==> src/rsw_pkg.sv <==
package rsw_pkg;
	localparam int RSW_POR_SHORT_CYC = 128;
	localparam int RSW_POR_LONG_CYC = 4064;
	localparam int RSW_PIN_DRIVE_CYC = 8;
	localparam int RSW_PIN_SAMPLE_CYC = 4;
	localparam int RSW_EXT_MIN_CYC = 16;
	localparam int RSW_PROTECT_CYC = 64;
	localparam int RSW_PRESCALE_LOG2 = 15;
	localparam logic [7:0] RSW_SERVICE_ARM = 8'h55;
	localparam logic [7:0] RSW_SERVICE_CLEAR = 8'haa;
	localparam logic [1:0] RSW_RATE_RESET = 2'h0;
	localparam int RSW_CNT_W = 13;
	localparam int RSW_SEQ_W = 12;

	typedef enum logic [1:0] {
		RSW_VEC_NORMAL = 2'h0,
		RSW_VEC_WATCHDOG = 2'h1,
		RSW_VEC_CLOCKFAIL = 2'h2
	} rsw_vector_e;

	typedef enum logic [4:0] {
		RSW_ST_POR = 5'h01,
		RSW_ST_DRIVE = 5'h02,
		RSW_ST_SETTLE = 5'h04,
		RSW_ST_WAITPIN = 5'h08,
		RSW_ST_RUN = 5'h10
	} rsw_state_e;
endpackage

==> src/rsw_sync.sv <==
`timescale 1ns/1ps
`default_nettype none
module rsw_sync (
	input wire logic clk_i,
	input wire logic resetn_i,
	input wire logic d_i,
	output logic q_o
);
	logic meta_q;

	always_ff @(posedge clk_i or negedge resetn_i) begin
		if (!resetn_i) begin
			meta_q <= 1'b1;
			q_o <= 1'b1;
		end else begin
			meta_q <= d_i;
			q_o <= meta_q;
		end
	end
endmodule
`default_nettype wire

==> src/rsw_top.sv <==
// What this block does
// RULE1: Four reset causes; power-on and pin share normal vector, others own vectors.
// RULE2: Power-on holds core in reset 128 or 4064 cycles per build option.
// RULE3: Pin still low after power-on delay keeps core in reset until high.
// RULE4: Any reset except power-on drives the reset pin low for eight cycles, then releases.
// RULE5: Sample pin four cycles after release; low means external, high internal.
// RULE6: External source holds pin low at least 16 cycles.
// RULE7: Enabled watchdog counts freely and resets the system on timeout.
// RULE8: Watchdog enable follows disable config, taken only at system reset.
// RULE9: Special modes start with watchdog resets inhibited; writing zero enables them.
// RULE10: Tick is bus clock over 2^15, or modulus timer underflow with synth.
// RULE11: Rate select clears to zero on reset, shortest timeout.
// RULE12: Normal modes allow one rate write within 64 cycles after reset.
// RULE13: Without synth rates divide prescaled tick by 1, 4, 16, 64.
// RULE14: With synth rates divide modulus tick by 4, 16, 64, 256.
// RULE15: Timeout never short, may be one source tick long.
// RULE16: Service by writing 0x55 then 0xaa; only that order clears counter.
// RULE17: Monitor enable clears on reset; when set, clock failure resets.
// RULE18: Force bit keeps monitor on until next reset; else follows enable.
// RULE19: Every reset clears watchdog counter and service arm state.
// RULE20: Any wrong second value drops armed state; fresh arm needed.
`timescale 1ns/1ps
`default_nettype none
module rsw_top
	import rsw_pkg::*;
#(
	parameter bit LONG_POR_DELAY = 1'b1,
	parameter int POR_LONG_CYCLES = RSW_POR_LONG_CYC,
	parameter int PRESCALE_LOG2 = RSW_PRESCALE_LOG2
) (
	// Clock and reset
	input wire logic core_clk_i,
	input wire logic resetn_i,
	// Reset pin, open drain
	input wire logic rst_pin_i,
	output logic rst_pin_o,
	output logic rst_pin_oe_o,
	// Configuration
	input wire logic special_mode_i,
	input wire logic watchdog_disable_cfg_i,
	input wire logic synth_supply_select_i,
	input wire logic modulus_timer_tick_i,
	input wire logic clock_fail_i,
	// Software writes
	input wire logic rate_wr_i,
	input wire logic [1:0] rate_wdata_i,
	input wire logic inhibit_wr_i,
	input wire logic inhibit_wdata_i,
	input wire logic monitor_enable_wr_i,
	input wire logic monitor_enable_wdata_i,
	input wire logic monitor_force_wr_i,
	input wire logic monitor_force_wdata_i,
	input wire logic service_wr_i,
	input wire logic [7:0] service_wdata_i,
	// Status
	output logic core_reset_o,
	output logic [1:0] vector_o,
	output logic [1:0] watchdog_rate_select_o,
	output logic watchdog_enabled_o,
	output logic inhibit_internal_resets_o,
	output logic monitor_enable_o,
	output logic monitor_force_on_o,
	output logic service_armed_o
);
	localparam int POR_CYC = LONG_POR_DELAY ? POR_LONG_CYCLES : RSW_POR_SHORT_CYC;

	rsw_state_e state_q;
	logic [RSW_SEQ_W-1:0] seq_cnt_q;
	logic [RSW_CNT_W-1:0] protect_cnt_q;
	logic [PRESCALE_LOG2-1:0] pre_q;
	logic pin_s, fail_s, mtick_s, mtick_d1_q;
	logic rate_written_q, sys_rst, wd_timeout, wd_tick, mon_active, wd_fire;
	logic [1:0] cause_q;

	rsw_sync u_pin (.clk_i(core_clk_i), .resetn_i(resetn_i), .d_i(rst_pin_i), .q_o(pin_s));
	rsw_sync u_fail (.clk_i(core_clk_i), .resetn_i(resetn_i), .d_i(~clock_fail_i),
		.q_o(fail_s));
	rsw_sync u_mtick (.clk_i(core_clk_i), .resetn_i(resetn_i), .d_i(modulus_timer_tick_i),
		.q_o(mtick_s));

	assign mon_active = monitor_enable_o | monitor_force_on_o; // [RULE18]
	assign wd_fire = wd_timeout && watchdog_enabled_o && !inhibit_internal_resets_o; // [RULE9]
	assign sys_rst = (state_q != RSW_ST_RUN);

	// Reset sequencer
	always_ff @(posedge core_clk_i or negedge resetn_i) begin
		if (!resetn_i) begin
			state_q <= RSW_ST_POR;
			seq_cnt_q <= '0;
			cause_q <= RSW_VEC_NORMAL;
		end else begin
			case (state_q)
				RSW_ST_POR: begin
					if (seq_cnt_q >= RSW_SEQ_W'(POR_CYC - 1)) begin
						seq_cnt_q <= '0;
						state_q <= RSW_ST_WAITPIN; // [RULE2]
					end else begin
						seq_cnt_q <= seq_cnt_q + 12'd1;
					end
				end
				RSW_ST_DRIVE: begin
					if (seq_cnt_q >= RSW_SEQ_W'(RSW_PIN_DRIVE_CYC - 1)) begin
						seq_cnt_q <= '0;
						state_q <= RSW_ST_SETTLE; // [RULE4]
					end else begin
						seq_cnt_q <= seq_cnt_q + 12'd1;
					end
				end
				RSW_ST_SETTLE: begin
					if (seq_cnt_q >= RSW_SEQ_W'(RSW_PIN_SAMPLE_CYC - 1)) begin
						seq_cnt_q <= '0;
						if (!pin_s) begin
							cause_q <= RSW_VEC_NORMAL; // [RULE5] [RULE6]
						end
						state_q <= RSW_ST_WAITPIN;
					end else begin
						seq_cnt_q <= seq_cnt_q + 12'd1;
					end
				end
				RSW_ST_WAITPIN: begin
					if (pin_s) begin
						state_q <= RSW_ST_RUN; // [RULE3]
					end
				end
				RSW_ST_RUN: begin
					if (mon_active && !fail_s) begin
						cause_q <= RSW_VEC_CLOCKFAIL; // [RULE17]
						state_q <= RSW_ST_DRIVE;
					end else if (wd_fire) begin
						cause_q <= RSW_VEC_WATCHDOG; // [RULE7]
						state_q <= RSW_ST_DRIVE;
					end else if (!pin_s) begin
						cause_q <= RSW_VEC_NORMAL; // [RULE1]
						state_q <= RSW_ST_DRIVE;
					end
				end
				default: state_q <= RSW_ST_POR;
			endcase
		end
	end

	assign rst_pin_o = 1'b0;
	assign rst_pin_oe_o = (state_q == RSW_ST_DRIVE); // [RULE4]
	assign core_reset_o = sys_rst;
	assign vector_o = cause_q; // [RULE1] [RULE5]

	// Enable latched during the reset sequence only; inhibit also writable in special mode
	always_ff @(posedge core_clk_i or negedge resetn_i) begin
		if (!resetn_i) begin
			watchdog_enabled_o <= 1'b0;
			inhibit_internal_resets_o <= 1'b1;
		end else if (sys_rst) begin
			watchdog_enabled_o <= !watchdog_disable_cfg_i; // [RULE8]
			inhibit_internal_resets_o <= special_mode_i; // [RULE9]
		end else if (inhibit_wr_i && special_mode_i) begin
			inhibit_internal_resets_o <= inhibit_wdata_i; // [RULE9]
		end
	end

	// Monitor control
	always_ff @(posedge core_clk_i or negedge resetn_i) begin
		if (!resetn_i) begin
			monitor_enable_o <= 1'b0;
			monitor_force_on_o <= 1'b0;
		end else if (sys_rst) begin
			monitor_enable_o <= 1'b0; // [RULE17]
			monitor_force_on_o <= 1'b0;
		end else begin
			if (monitor_enable_wr_i) begin
				monitor_enable_o <= monitor_enable_wdata_i;
			end
			if (monitor_force_wr_i && (special_mode_i ||
				(!rate_written_q && protect_cnt_q < RSW_CNT_W'(RSW_PROTECT_CYC)))) begin
				monitor_force_on_o <= monitor_force_wdata_i | monitor_force_on_o; // [RULE18]
			end
		end
	end

	// Rate select, write-once window
	always_ff @(posedge core_clk_i or negedge resetn_i) begin
		if (!resetn_i) begin
			watchdog_rate_select_o <= RSW_RATE_RESET;
			rate_written_q <= 1'b0;
			protect_cnt_q <= '0;
		end else if (sys_rst) begin
			watchdog_rate_select_o <= RSW_RATE_RESET; // [RULE11]
			rate_written_q <= 1'b0;
			protect_cnt_q <= '0;
		end else begin
			if (protect_cnt_q < RSW_CNT_W'(RSW_PROTECT_CYC)) begin
				protect_cnt_q <= protect_cnt_q + 13'd1;
			end
			if (rate_wr_i && (special_mode_i ||
				(!rate_written_q && protect_cnt_q < RSW_CNT_W'(RSW_PROTECT_CYC)))) begin
				watchdog_rate_select_o <= rate_wdata_i; // [RULE12]
				rate_written_q <= 1'b1;
			end
		end
	end

	// Tick source
	always_ff @(posedge core_clk_i or negedge resetn_i) begin
		if (!resetn_i) begin
			pre_q <= '0;
			// Matches the synchroniser's reset level, no false tick
			mtick_d1_q <= 1'b1;
		end else begin
			pre_q <= pre_q + 1'b1;
			mtick_d1_q <= mtick_s;
		end
	end

	assign wd_tick = synth_supply_select_i ? (mtick_s && !mtick_d1_q)
		: (pre_q == '1); // [RULE10]

	rsw_watchdog u_wd (
		.clk_i(core_clk_i),
		.resetn_i(resetn_i),
		.sys_rst_i(sys_rst),
		.active_i(watchdog_enabled_o),
		.tick_i(wd_tick),
		.synth_i(synth_supply_select_i),
		.rate_i(watchdog_rate_select_o),
		.wr_i(service_wr_i),
		.wdata_i(service_wdata_i),
		.armed_o(service_armed_o),
		.timeout_o(wd_timeout),
		.count_o()
	);
endmodule
`default_nettype wire

==> src/rsw_watchdog.sv <==
`timescale 1ns/1ps
`default_nettype none
module rsw_watchdog
	import rsw_pkg::*;
(
	// Clock and reset
	input wire logic clk_i,
	input wire logic resetn_i,
	input wire logic sys_rst_i,
	// Control
	input wire logic active_i,
	input wire logic tick_i,
	input wire logic synth_i,
	input wire logic [1:0] rate_i,
	input wire logic wr_i,
	input wire logic [7:0] wdata_i,
	// Status
	output logic armed_o,
	output logic timeout_o,
	output logic [RSW_CNT_W-1:0] count_o
);
	logic [RSW_CNT_W-1:0] limit;

	// Synth tick counts x4 more per step than the prescaled tick
	always_comb begin
		case (rate_i)
			2'h0: limit = synth_i ? 13'd4 : 13'd1;
			2'h1: limit = synth_i ? 13'd16 : 13'd4;
			2'h2: limit = synth_i ? 13'd64 : 13'd16;
			default: limit = synth_i ? 13'd256 : 13'd64;
		endcase
	end

	always_ff @(posedge clk_i or negedge resetn_i) begin
		if (!resetn_i) begin
			armed_o <= 1'b0;
		end else if (sys_rst_i) begin
			armed_o <= 1'b0; // [RULE19]
		end else if (wr_i) begin
			armed_o <= (wdata_i == RSW_SERVICE_ARM); // [RULE16] [RULE20]
		end
	end

	// One tick past the limit: the first tick may be partial, so never short
	always_ff @(posedge clk_i or negedge resetn_i) begin
		if (!resetn_i) begin
			count_o <= '0;
			timeout_o <= 1'b0;
		end else if (sys_rst_i || !active_i) begin
			count_o <= '0; // [RULE19]
			timeout_o <= 1'b0;
		end else if (wr_i && armed_o && wdata_i == RSW_SERVICE_CLEAR) begin
			count_o <= '0; // [RULE16]
			timeout_o <= 1'b0;
		end else if (tick_i && !timeout_o) begin
			count_o <= count_o + 13'd1; // [RULE7]
			timeout_o <= (count_o >= limit); // [RULE13] [RULE14] [RULE15]
		end
	end
endmodule
`default_nettype wire

==> config.mk <==
export PLATFORM = sky130hd
export DESIGN_NAME = rsw_top
export DESIGN_NICKNAME = d
export VERILOG_FILES = /design/src/rsw_pkg.sv /design/src/rsw_sync.sv /design/src/rsw_top.sv /design/src/rsw_watchdog.sv
export SDC_FILE = /design/constraint.sdc
export NUM_CORES = 1
export LEC_CHECK = 0
export ABC_CLOCK_PERIOD_IN_PS = 7200
export BUFFER_PORTS_ARGS = -buffer_cell sky130_fd_sc_hd__buf_4
export CORE_ASPECT_RATIO = 0.7
export CORE_MARGIN = 8
export CORE_UTILIZATION = 30
export DETAILED_ROUTE_END_ITERATION = 6
export GPL_TIMING_DRIVEN = 0
export SYNTH_ARGS = -nofsm -noshare
export SYNTH_HDL_FRONTEND = slang
export SYNTH_HIERARCHICAL = 1
export SYNTH_SLANG_ARGS = --single-unit
==> constraint.sdc <==
create_clock -name core_clk_i -period 7.2 [get_ports core_clk_i]
set_clock_uncertainty 0.15 [all_clocks]
set_input_delay 0.72 -clock core_clk_i [delete_from_list [all_inputs] [get_ports core_clk_i]]
set_output_delay 0.72 -clock core_clk_i [all_outputs]
set_load 0.01 [all_outputs]
## Yosys cells after proc, flatten, opt, wreduce, memory -nomap -nowiden

Cells that the tools add are included.

| word-level totals | value |
|---|---|
| flip-flop bits (word level) | 76 |
| output and inout port bits | 12 |
| memories | 0 |
| input bits | 26 |
| RAM bits | 0 |
| bits in latches | 0 |
| bits in read-only memories | 0 |
| word-level logic and storage cells | 124 |

| cells by class | value |
|---|---|
| divide/modulo/power cells | 0 |
| add/subtract/negate cells | 4 |
| reductions and logical operators | 32 |
| magnitude comparators | 5 |
| equality and inequality tests | 16 |
| shifts and indexed selects | 0 |
| multipliers | 0 |
| multiplexer cells | 43 |
| bitwise logic cells | 3 |

Operators by type and width:

| operator | count |
|---|---|
| $mux 13 | 5 |
| $mux 5 | 8 |
| $pmux 13 s3 | 1 |
| $mux 12 | 3 |
| $pmux 12 s3 | 1 |
| $add 13x1->13 const B | 2 |
| $pmux 5 s5 | 1 |
| $add 15x1->15 const B | 1 |
| $eq 15x15->1 const B | 1 |
| $mux 1 | 14 |
| $reduce_bool 2->1 | 7 |
| $ge 13x13->1 | 1 |
| $lt 13x7->1 const B | 1 |
| $add 12x1->12 const B | 1 |
| $ge 12x12->1 const B | 1 |
| $ge 12x2->1 const B | 1 |
| $ge 12x3->1 const B | 1 |
| $mux 2 | 6 |
| $logic_and 1x1->1 | 11 |
| $mux 9 | 1 |
| $eq 8x7->1 const B | 1 |
| $eq 8x8->1 const B | 1 |
| $logic_not 1->1 | 7 |
| $mux 7 | 1 |
| 20 further kinds | 25 |

## Logic depth before layout (Yosys ltp)

| depth | value |
|---|---|
| depth after elaboration | 7 |
| gate-level depth with buffers | 9 |
| mapped depth without buffers | 9 |

## Hierarchy

The synthesis kept the hierarchy.

Modules (own cells, without submodules):

| module | sequential area each (µm²) | cells an instance | instances | area an instance (µm²) |
|---|---|---|---|---|
| rsw_top | 1380.1 | 265 | 1 | 2653.8 |
| rsw_watchdog | 375.4 | 100 | 1 | 969.7 |
| rsw_sync | 52.6 | 2 | 3 | 52.6 |

## Worst setup path before layout

No wires, ideal clock.

| timing | value |
|---|---|
| path kind | register to register |
| start | register pre_q[0] |
| end | register u_wd.count_o[11] |
| cell stages (with the launch flop) | 10 |
| clock period less this slack | 2.348 ns |
| required time | 6.929 ns |
| arrival | 2.077 ns |
| slack | 4.852 ns |
| cells stage by stage | dfrtp_1 > ha_1 > nand2_1 > nor2_1 > nand4_1 > o21ai_0 > nand4b_4 > nor4_1 > xnor2_1 > nor2_1 |

| between the ends | value |
|---|---|
| longest elaborated chain between the ends | 4 |

RTL lines:

| what | RTL line | RTL |
|---|---|---|
| from (decl) | rsw_top.sv:70 | `logic [PRESCALE_LOG2-1:0] pre_q;` |
| from (signal assigned) | rsw_top.sv:208 | `pre_q <= pre_q + 1'b1;` |
| $eq 15x15->1 | rsw_top.sv:214 | `: (pre_q == '1);` |
| $mux 1 | rsw_top.sv:213 | `assign wd_tick = synth_supply_select_i ? (mtick_s && !mtick_d1_q)` |
| net wd_tick | rsw_top.sv:72 | `logic rate_written_q, sys_rst, wd_timeout, wd_tick, mon_active, wd_fire;` |
| $logic_and 1x1->1 | rsw_watchdog.sv:55 | `end else if (tick_i && !timeout_o) begin` |
| $reduce_bool 3->1 (no source line) | -- |  |
| to (signal assigned) | rsw_watchdog.sv:56 | `count_o <= count_o + 13'd1;` |
| to (decl) | rsw_watchdog.sv:20 | `output logic [RSW_CNT_W-1:0] count_o` |

The timed path passes the listed nets, and every way through them passes these cells.
A chain may end at the register's enable or synchronous reset.

## Final worst setup path

| timing | value |
|---|---|
| start | register state_q[0] |
| end | output core_reset_o |

| between the ends | value |
|---|---|
| longest elaborated chain between the ends | 1 |

RTL lines:

| what | RTL line | RTL |
|---|---|---|
| from (decl) | rsw_top.sv:67 | `rsw_state_e state_q;` |
| from (signal assigned) | rsw_top.sv:88 | `state_q <= RSW_ST_POR;` |
| from (signal assigned) | rsw_top.sv:96 | `state_q <= RSW_ST_WAITPIN;` |
| from (signal assigned) | rsw_top.sv:104 | `state_q <= RSW_ST_SETTLE;` |
| $ne 5x5->1 | rsw_top.sv:83 | `assign sys_rst = (state_q != RSW_ST_RUN);` |
| to (decl) | rsw_top.sv:56 | `output logic core_reset_o,` |

Every way passes these cells.

==> run_summary.xml <==
<?xml version="1.0" encoding="UTF-8"?>
<metrics>
  <group name="finish">
    <metric name="non_filler_cell_area_final" unit="sq mm">0.00455</metric>
    <metric name="filler_cell_count_in_the_final_layout" unit="">1231</metric>
    <metric name="antenna_cells_inserted" unit="">0</metric>
    <metric name="layout_cell_share_with_drive_strength_beyond_1" unit="%">18.0</metric>
    <metric name="layout.nets" unit="">454</metric>
    <metric name="relative_area_change_from_synthesis_to_final_layout" unit="%">20.4</metric>
  </group>
  <group name="synth">
    <metric name="syn_avg_cell_area" unit="sq um">10.2</metric>
    <metric name="async_reset_ff_share" unit="%">100</metric>
    <metric name="synth_top_area_share" unit="%">44.3</metric>
    <metric name="ys_top_cells_by_area" unit="">sky130_fd_sc_hd__dfrtp_1 (44%), sky130_fd_sc_hd__dfstp_2 (6.3%), sky130_fd_sc_hd__nor2_1 (5.1%)</metric>
    <metric name="synthCells" unit="">371</metric>
    <metric name="synthesis.yosys.warnings" unit="">6</metric>
    <metric name="number_of_enable_flip_flop_cells_after_synthesis" unit="">0</metric>
    <metric name="simple_gate_portion_of_the_synthesized_area" unit="%">25.2</metric>
    <metric name="yosys.cell_types.count" unit="">57</metric>
    <metric name="synthMuxAreaShare" unit="%">1.85</metric>
    <metric name="synth-compound-area-share" unit="%">8.31</metric>
    <metric name="synthXorXnorAreaFrac" unit="%">7.88</metric>
    <metric name="dominant_combinational_cell_family_by_area_after_synthesis" unit="">simple AND/OR/NAND/NOR gates</metric>
    <metric name="synth.cell_area" unit="sq mm">0.00378</metric>
    <metric name="synth_ff_type" unit="">sky130_fd_sc_hd__dfrtp_1</metric>
    <metric name="synth_top_area_cell" unit="">sky130_fd_sc_hd__dfrtp_1</metric>
    <metric name="ys_ff_latch" unit="">76</metric>
    <metric name="synth_fa_ha_area_share" unit="%">3.31</metric>
    <metric name="syn-num-nets" unit="">407</metric>
    <metric name="synth.yosys.seq_area_share" unit="%">50.6</metric>
  </group>
  <group name="critical_path">
    <metric name="critical-path-max-stage-delay" unit="ns">0.57</metric>
    <metric name="setup.worst_path.class" unit="">flip-flop to output port</metric>
    <metric name="crit_slowest_cell" unit="">sky130_fd_sc_hd__dfstp_2</metric>
    <metric name="rr_worst_depth" unit="">9</metric>
    <metric name="critical_path.cell_chain" unit="">nor2_1, and3_1, inv_1, buf_2, buf_1, buf_4</metric>
    <metric name="worst-endpoint-required" unit="ns">6.33</metric>
    <metric name="timing.critical_path.from_type" unit="">flip-flop</metric>
    <metric name="r2r-start" unit="">pre_q[0]</metric>
    <metric name="worst-endpoint-arrival" unit="ns">2.23</metric>
    <metric name="worst_path_maximum_fanout" unit="">12</metric>
    <metric name="r2r_setup_slack" unit="ns">4.39</metric>
    <metric name="r2r_end" unit="">u_wd/count_o[11]</metric>
    <metric name="worst_setup_path_end_kind" unit="">output port</metric>
  </group>
  <group name="detailed_routing">
    <metric name="detailedRoute.firstIterationViolations" unit="">194</metric>
    <metric name="totalWireLength" unit="mm">8.06</metric>
    <metric name="detail_route.drc_violations" unit="">0</metric>
    <metric name="antenna_violating_nets_post_route" unit="">0</metric>
    <metric name="routedWlPerCell" unit="um">13.8</metric>
    <metric name="viasPerCell" unit="">4.80</metric>
    <metric name="detailroute.via_count" unit="">2808</metric>
    <metric name="drt_first_pass_iters" unit="">4</metric>
  </group>
  <group name="pwr">
    <metric name="worst_ir_drop_vdd" unit="mV">0.103</metric>
    <metric name="switching_share" unit="%">19.6</metric>
    <metric name="share_comb_of_total_power" unit="%">3.2</metric>
    <metric name="internal-power" unit="uW">733</metric>
    <metric name="switchingPower" unit="uW">179</metric>
    <metric name="sequential_power_share" unit="%">47.6</metric>
    <metric name="p_clk_share" unit="%">49.2</metric>
    <metric name="p_leak" unit="uW">0.00202</metric>
    <metric name="power-per-cell-area" unit="mW/mm^2">200</metric>
  </group>
  <group name="cts">
    <metric name="hold_buffers" unit="">0</metric>
    <metric name="cts_setup_buffers" unit="">0</metric>
    <metric name="cts-root-to-sink-buffers" unit="">2</metric>
    <metric name="cts-resized-gates" unit="">0</metric>
    <metric name="tritoncts_num_sinks" unit="">76</metric>
    <metric name="ctsRootBufferMaster" unit="">sky130_fd_sc_hd__clkbuf_16</metric>
    <metric name="clk_latency" unit="ns">0.33</metric>
    <metric name="cts-buffers-inserted" unit="">9</metric>
    <metric name="clk_pin_slew_worst_paths" unit="ns">0.06</metric>
    <metric name="tritoncts_clock_tree" unit="">built</metric>
    <metric name="cts_h_tree_depth" unit="">3</metric>
  </group>
  <group name="placed_design">
    <metric name="dp.final_hpwl" unit="mm">5.74</metric>
    <metric name="portBuffers" unit="">36</metric>
    <metric name="finalWeightedCongestion" unit="">0.790</metric>
    <metric name="dpl-instance-area" unit="sq mm">0.00425</metric>
  </group>
  <group name="die">
    <metric name="die_area" unit="sq mm">0.0165</metric>
    <metric name="effective_utilization_at_floorplan" unit="%">30.5</metric>
    <metric name="rows" unit="">34</metric>
    <metric name="die_h" unit="um">110</metric>
    <metric name="top_level_ports" unit="">38</metric>
    <metric name="die_w" unit="um">150</metric>
    <metric name="area_inside_the_core_boundary" unit="sq mm">0.0124</metric>
  </group>
  <group name="timing">
    <metric name="post-route-min-period" unit="ns">3.10</metric>
    <metric name="fin_setup_tns" unit="ns">0</metric>
    <metric name="fmaxAchievable" unit="GHz">0.322</metric>
    <metric name="max-slew-margin-rel" unit="%">35.4</metric>
    <metric name="rsz0062_at_grt" unit="">false</metric>
    <metric name="timing_max_transition_violations_final" unit="">0</metric>
    <metric name="timing.final.crit_share" unit="%">43.1</metric>
    <metric name="number_of_setup_violations_in_the_final_report" unit="">0</metric>
    <metric name="final_hold_fails" unit="">0</metric>
    <metric name="worst-slew-pin-transition" unit="ns">0.969</metric>
  </group>
  <group name="global_route">
    <metric name="via_count_of_the_first_global_routing_pass" unit="">2721</metric>
    <metric name="grt_max_degree" unit="">77</metric>
    <metric name="first_pass_grt_wire_length" unit="mm">13.5</metric>
    <metric name="global_route.usage.total" unit="%">10.3</metric>
    <metric name="antenna_violations_before_repair" unit="">0</metric>
    <metric name="globalRouteOverflowTotal" unit="">0</metric>
  </group>
  <group name="hold_path">
    <metric name="min_delay_path_depth" unit="">0</metric>
    <metric name="hold_path_end" unit="">u_mtick/q_o</metric>
    <metric name="worst_hold_path_type" unit="">flip-flop to flip-flop</metric>
    <metric name="timing.hold.worst.start" unit="">u_mtick/meta_q</metric>
  </group>
  <group name="flow_run">
    <metric name="max_cap_viol_count" unit="">0</metric>
  </group>
  <group name="status">
    <metric name="run_status" unit="">finished clean</metric>
  </group>
</metrics>
cells by family after synthesis:
group                    after synthesis
multiplexers                           7
buffers and inverters                 22
flip-flops                            76
AND/OR/NAND/NOR                      176
adder cells (fa/ha/maj)               10
AO/OA/AOI/OAI                         45
XOR/XNOR                              34
other                                  1
cells in the final DEF, fill, tap and decap left out, types with 4 or more instances in the layout:
| master | instances |
|---|---|
| sky130_fd_sc_hd__nor2b_1 | 4 |
| sky130_fd_sc_hd__and2_1 | 9 |
| sky130_fd_sc_hd__ha_1 | 10 |
| sky130_fd_sc_hd__xnor2_1 | 20 |
| sky130_fd_sc_hd__buf_2 | 7 |
| sky130_fd_sc_hd__and3_1 | 7 |
| sky130_fd_sc_hd__nor2_1 | 51 |
| sky130_fd_sc_hd__nand2b_1 | 4 |
| sky130_fd_sc_hd__xor2_1 | 14 |
| sky130_fd_sc_hd__nand3_1 | 24 |
| sky130_fd_sc_hd__nand2_1 | 24 |
| sky130_fd_sc_hd__clkbuf_1 | 5 |
| sky130_fd_sc_hd__a21oi_1 | 10 |
| sky130_fd_sc_hd__dfrtp_1 | 67 |
| sky130_fd_sc_hd__mux2i_1 | 7 |
| sky130_fd_sc_hd__inv_1 | 10 |
| sky130_fd_sc_hd__nand4_1 | 13 |
| sky130_fd_sc_hd__o21ai_0 | 11 |
| sky130_fd_sc_hd__buf_4 | 37 |
| sky130_fd_sc_hd__nor3_1 | 17 |
| sky130_fd_sc_hd__clkbuf_16 | 9 |
| sky130_fd_sc_hd__dfstp_2 | 9 |
flip-flops by register name (all words and copies together), names as in the netlist, 2 cells and up:
name,flops
pre_q,15
vector_o,2
seq_cnt_q,12
protect_cnt_q,13
u_wd/count_o,13
state_q,5
watchdog_rate_select_o,2
worst max path at each step:
| stage | from | to |
|---|---|---|
| floorplan | pre_q[0] | u_wd/count_o[11] |
| global placement | state_q[0] | core_reset_o |
| detailed placement | state_q[0] | core_reset_o |
| CTS | state_q[0] | core_reset_o |
| global route | state_q[0] | core_reset_o |
| finish | state_q[0] | core_reset_o |
final cells by class:
class | instances | area (sq um) | share of cell area [%]
clock inverter | 1 | 30.0 | 0.660
buffer | 11 | 61.3 | 1.35
multi-input combinational | 273 | 1770 | 38.8
sequential | 76 | 1910 | 42.0
inverter | 11 | 41.3 | 0.907
clock buffer | 15 | 268 | 5.88
timing repair buffer | 36 | 270 | 5.94
tap | 162 | 203 | 4.45
cell usage after synthesis (all sizes together), types with 7 or more instances:
master,instances
o21ai,12
mux2i,7
buf,10
inv,11
and3,7
nor3,19
dfstp,9
nand2,24
xnor2,20
nand3,24
nand4,13
ha,10
xor2,14
a21oi,11
dfrtp,67
nor2,51
and2,9
worst max-delay path: cells and delay by family (launching register included):
family                 cells  cell delay [ns]
buffers and inverters      4             1.03
flip-flops                 1             0.57
AND/OR/NAND/NOR            2             0.29
per-stage QoR:
step	hold WS (ns)	setup WS, ns	utilization (%)	cells	power, uW
2_1_floorplan	0.195	4.85	-	371	448
3_3_place_gp	0.199	4.43	34.4	569	471
3_5_place_dp	0.202	4.41	34.4	569	472
4_1_cts	0.208	4.04	36.8	585	929
5_1_grt	0.211	3.95	36.8	585	950
6_report	0.206	4.10	36.8	585	912
power groups by stage:
stage	sequential (uW)	combinational, uW	clock [uW]
2_1_floorplan	441	6.88	0
3_3_place_gp	441	29.8	0
3_5_place_dp	441	30.2	0
4_1_cts	434	30.3	464
5_1_grt	434	33.2	483
6_report	434	29.0	449
routing by layer:
| layer | track usage (%) | wire length (um) |
|---|---|---|
| met5 | 0 | 0 |
| met2 | 15.4 | 3720 |
| met4 | 4.12 | 61 |
| met1 | 13.8 | 4030 |
| met3 | 3.08 | 248 |
No activity file was read; power rests on OpenSTA's default activity.
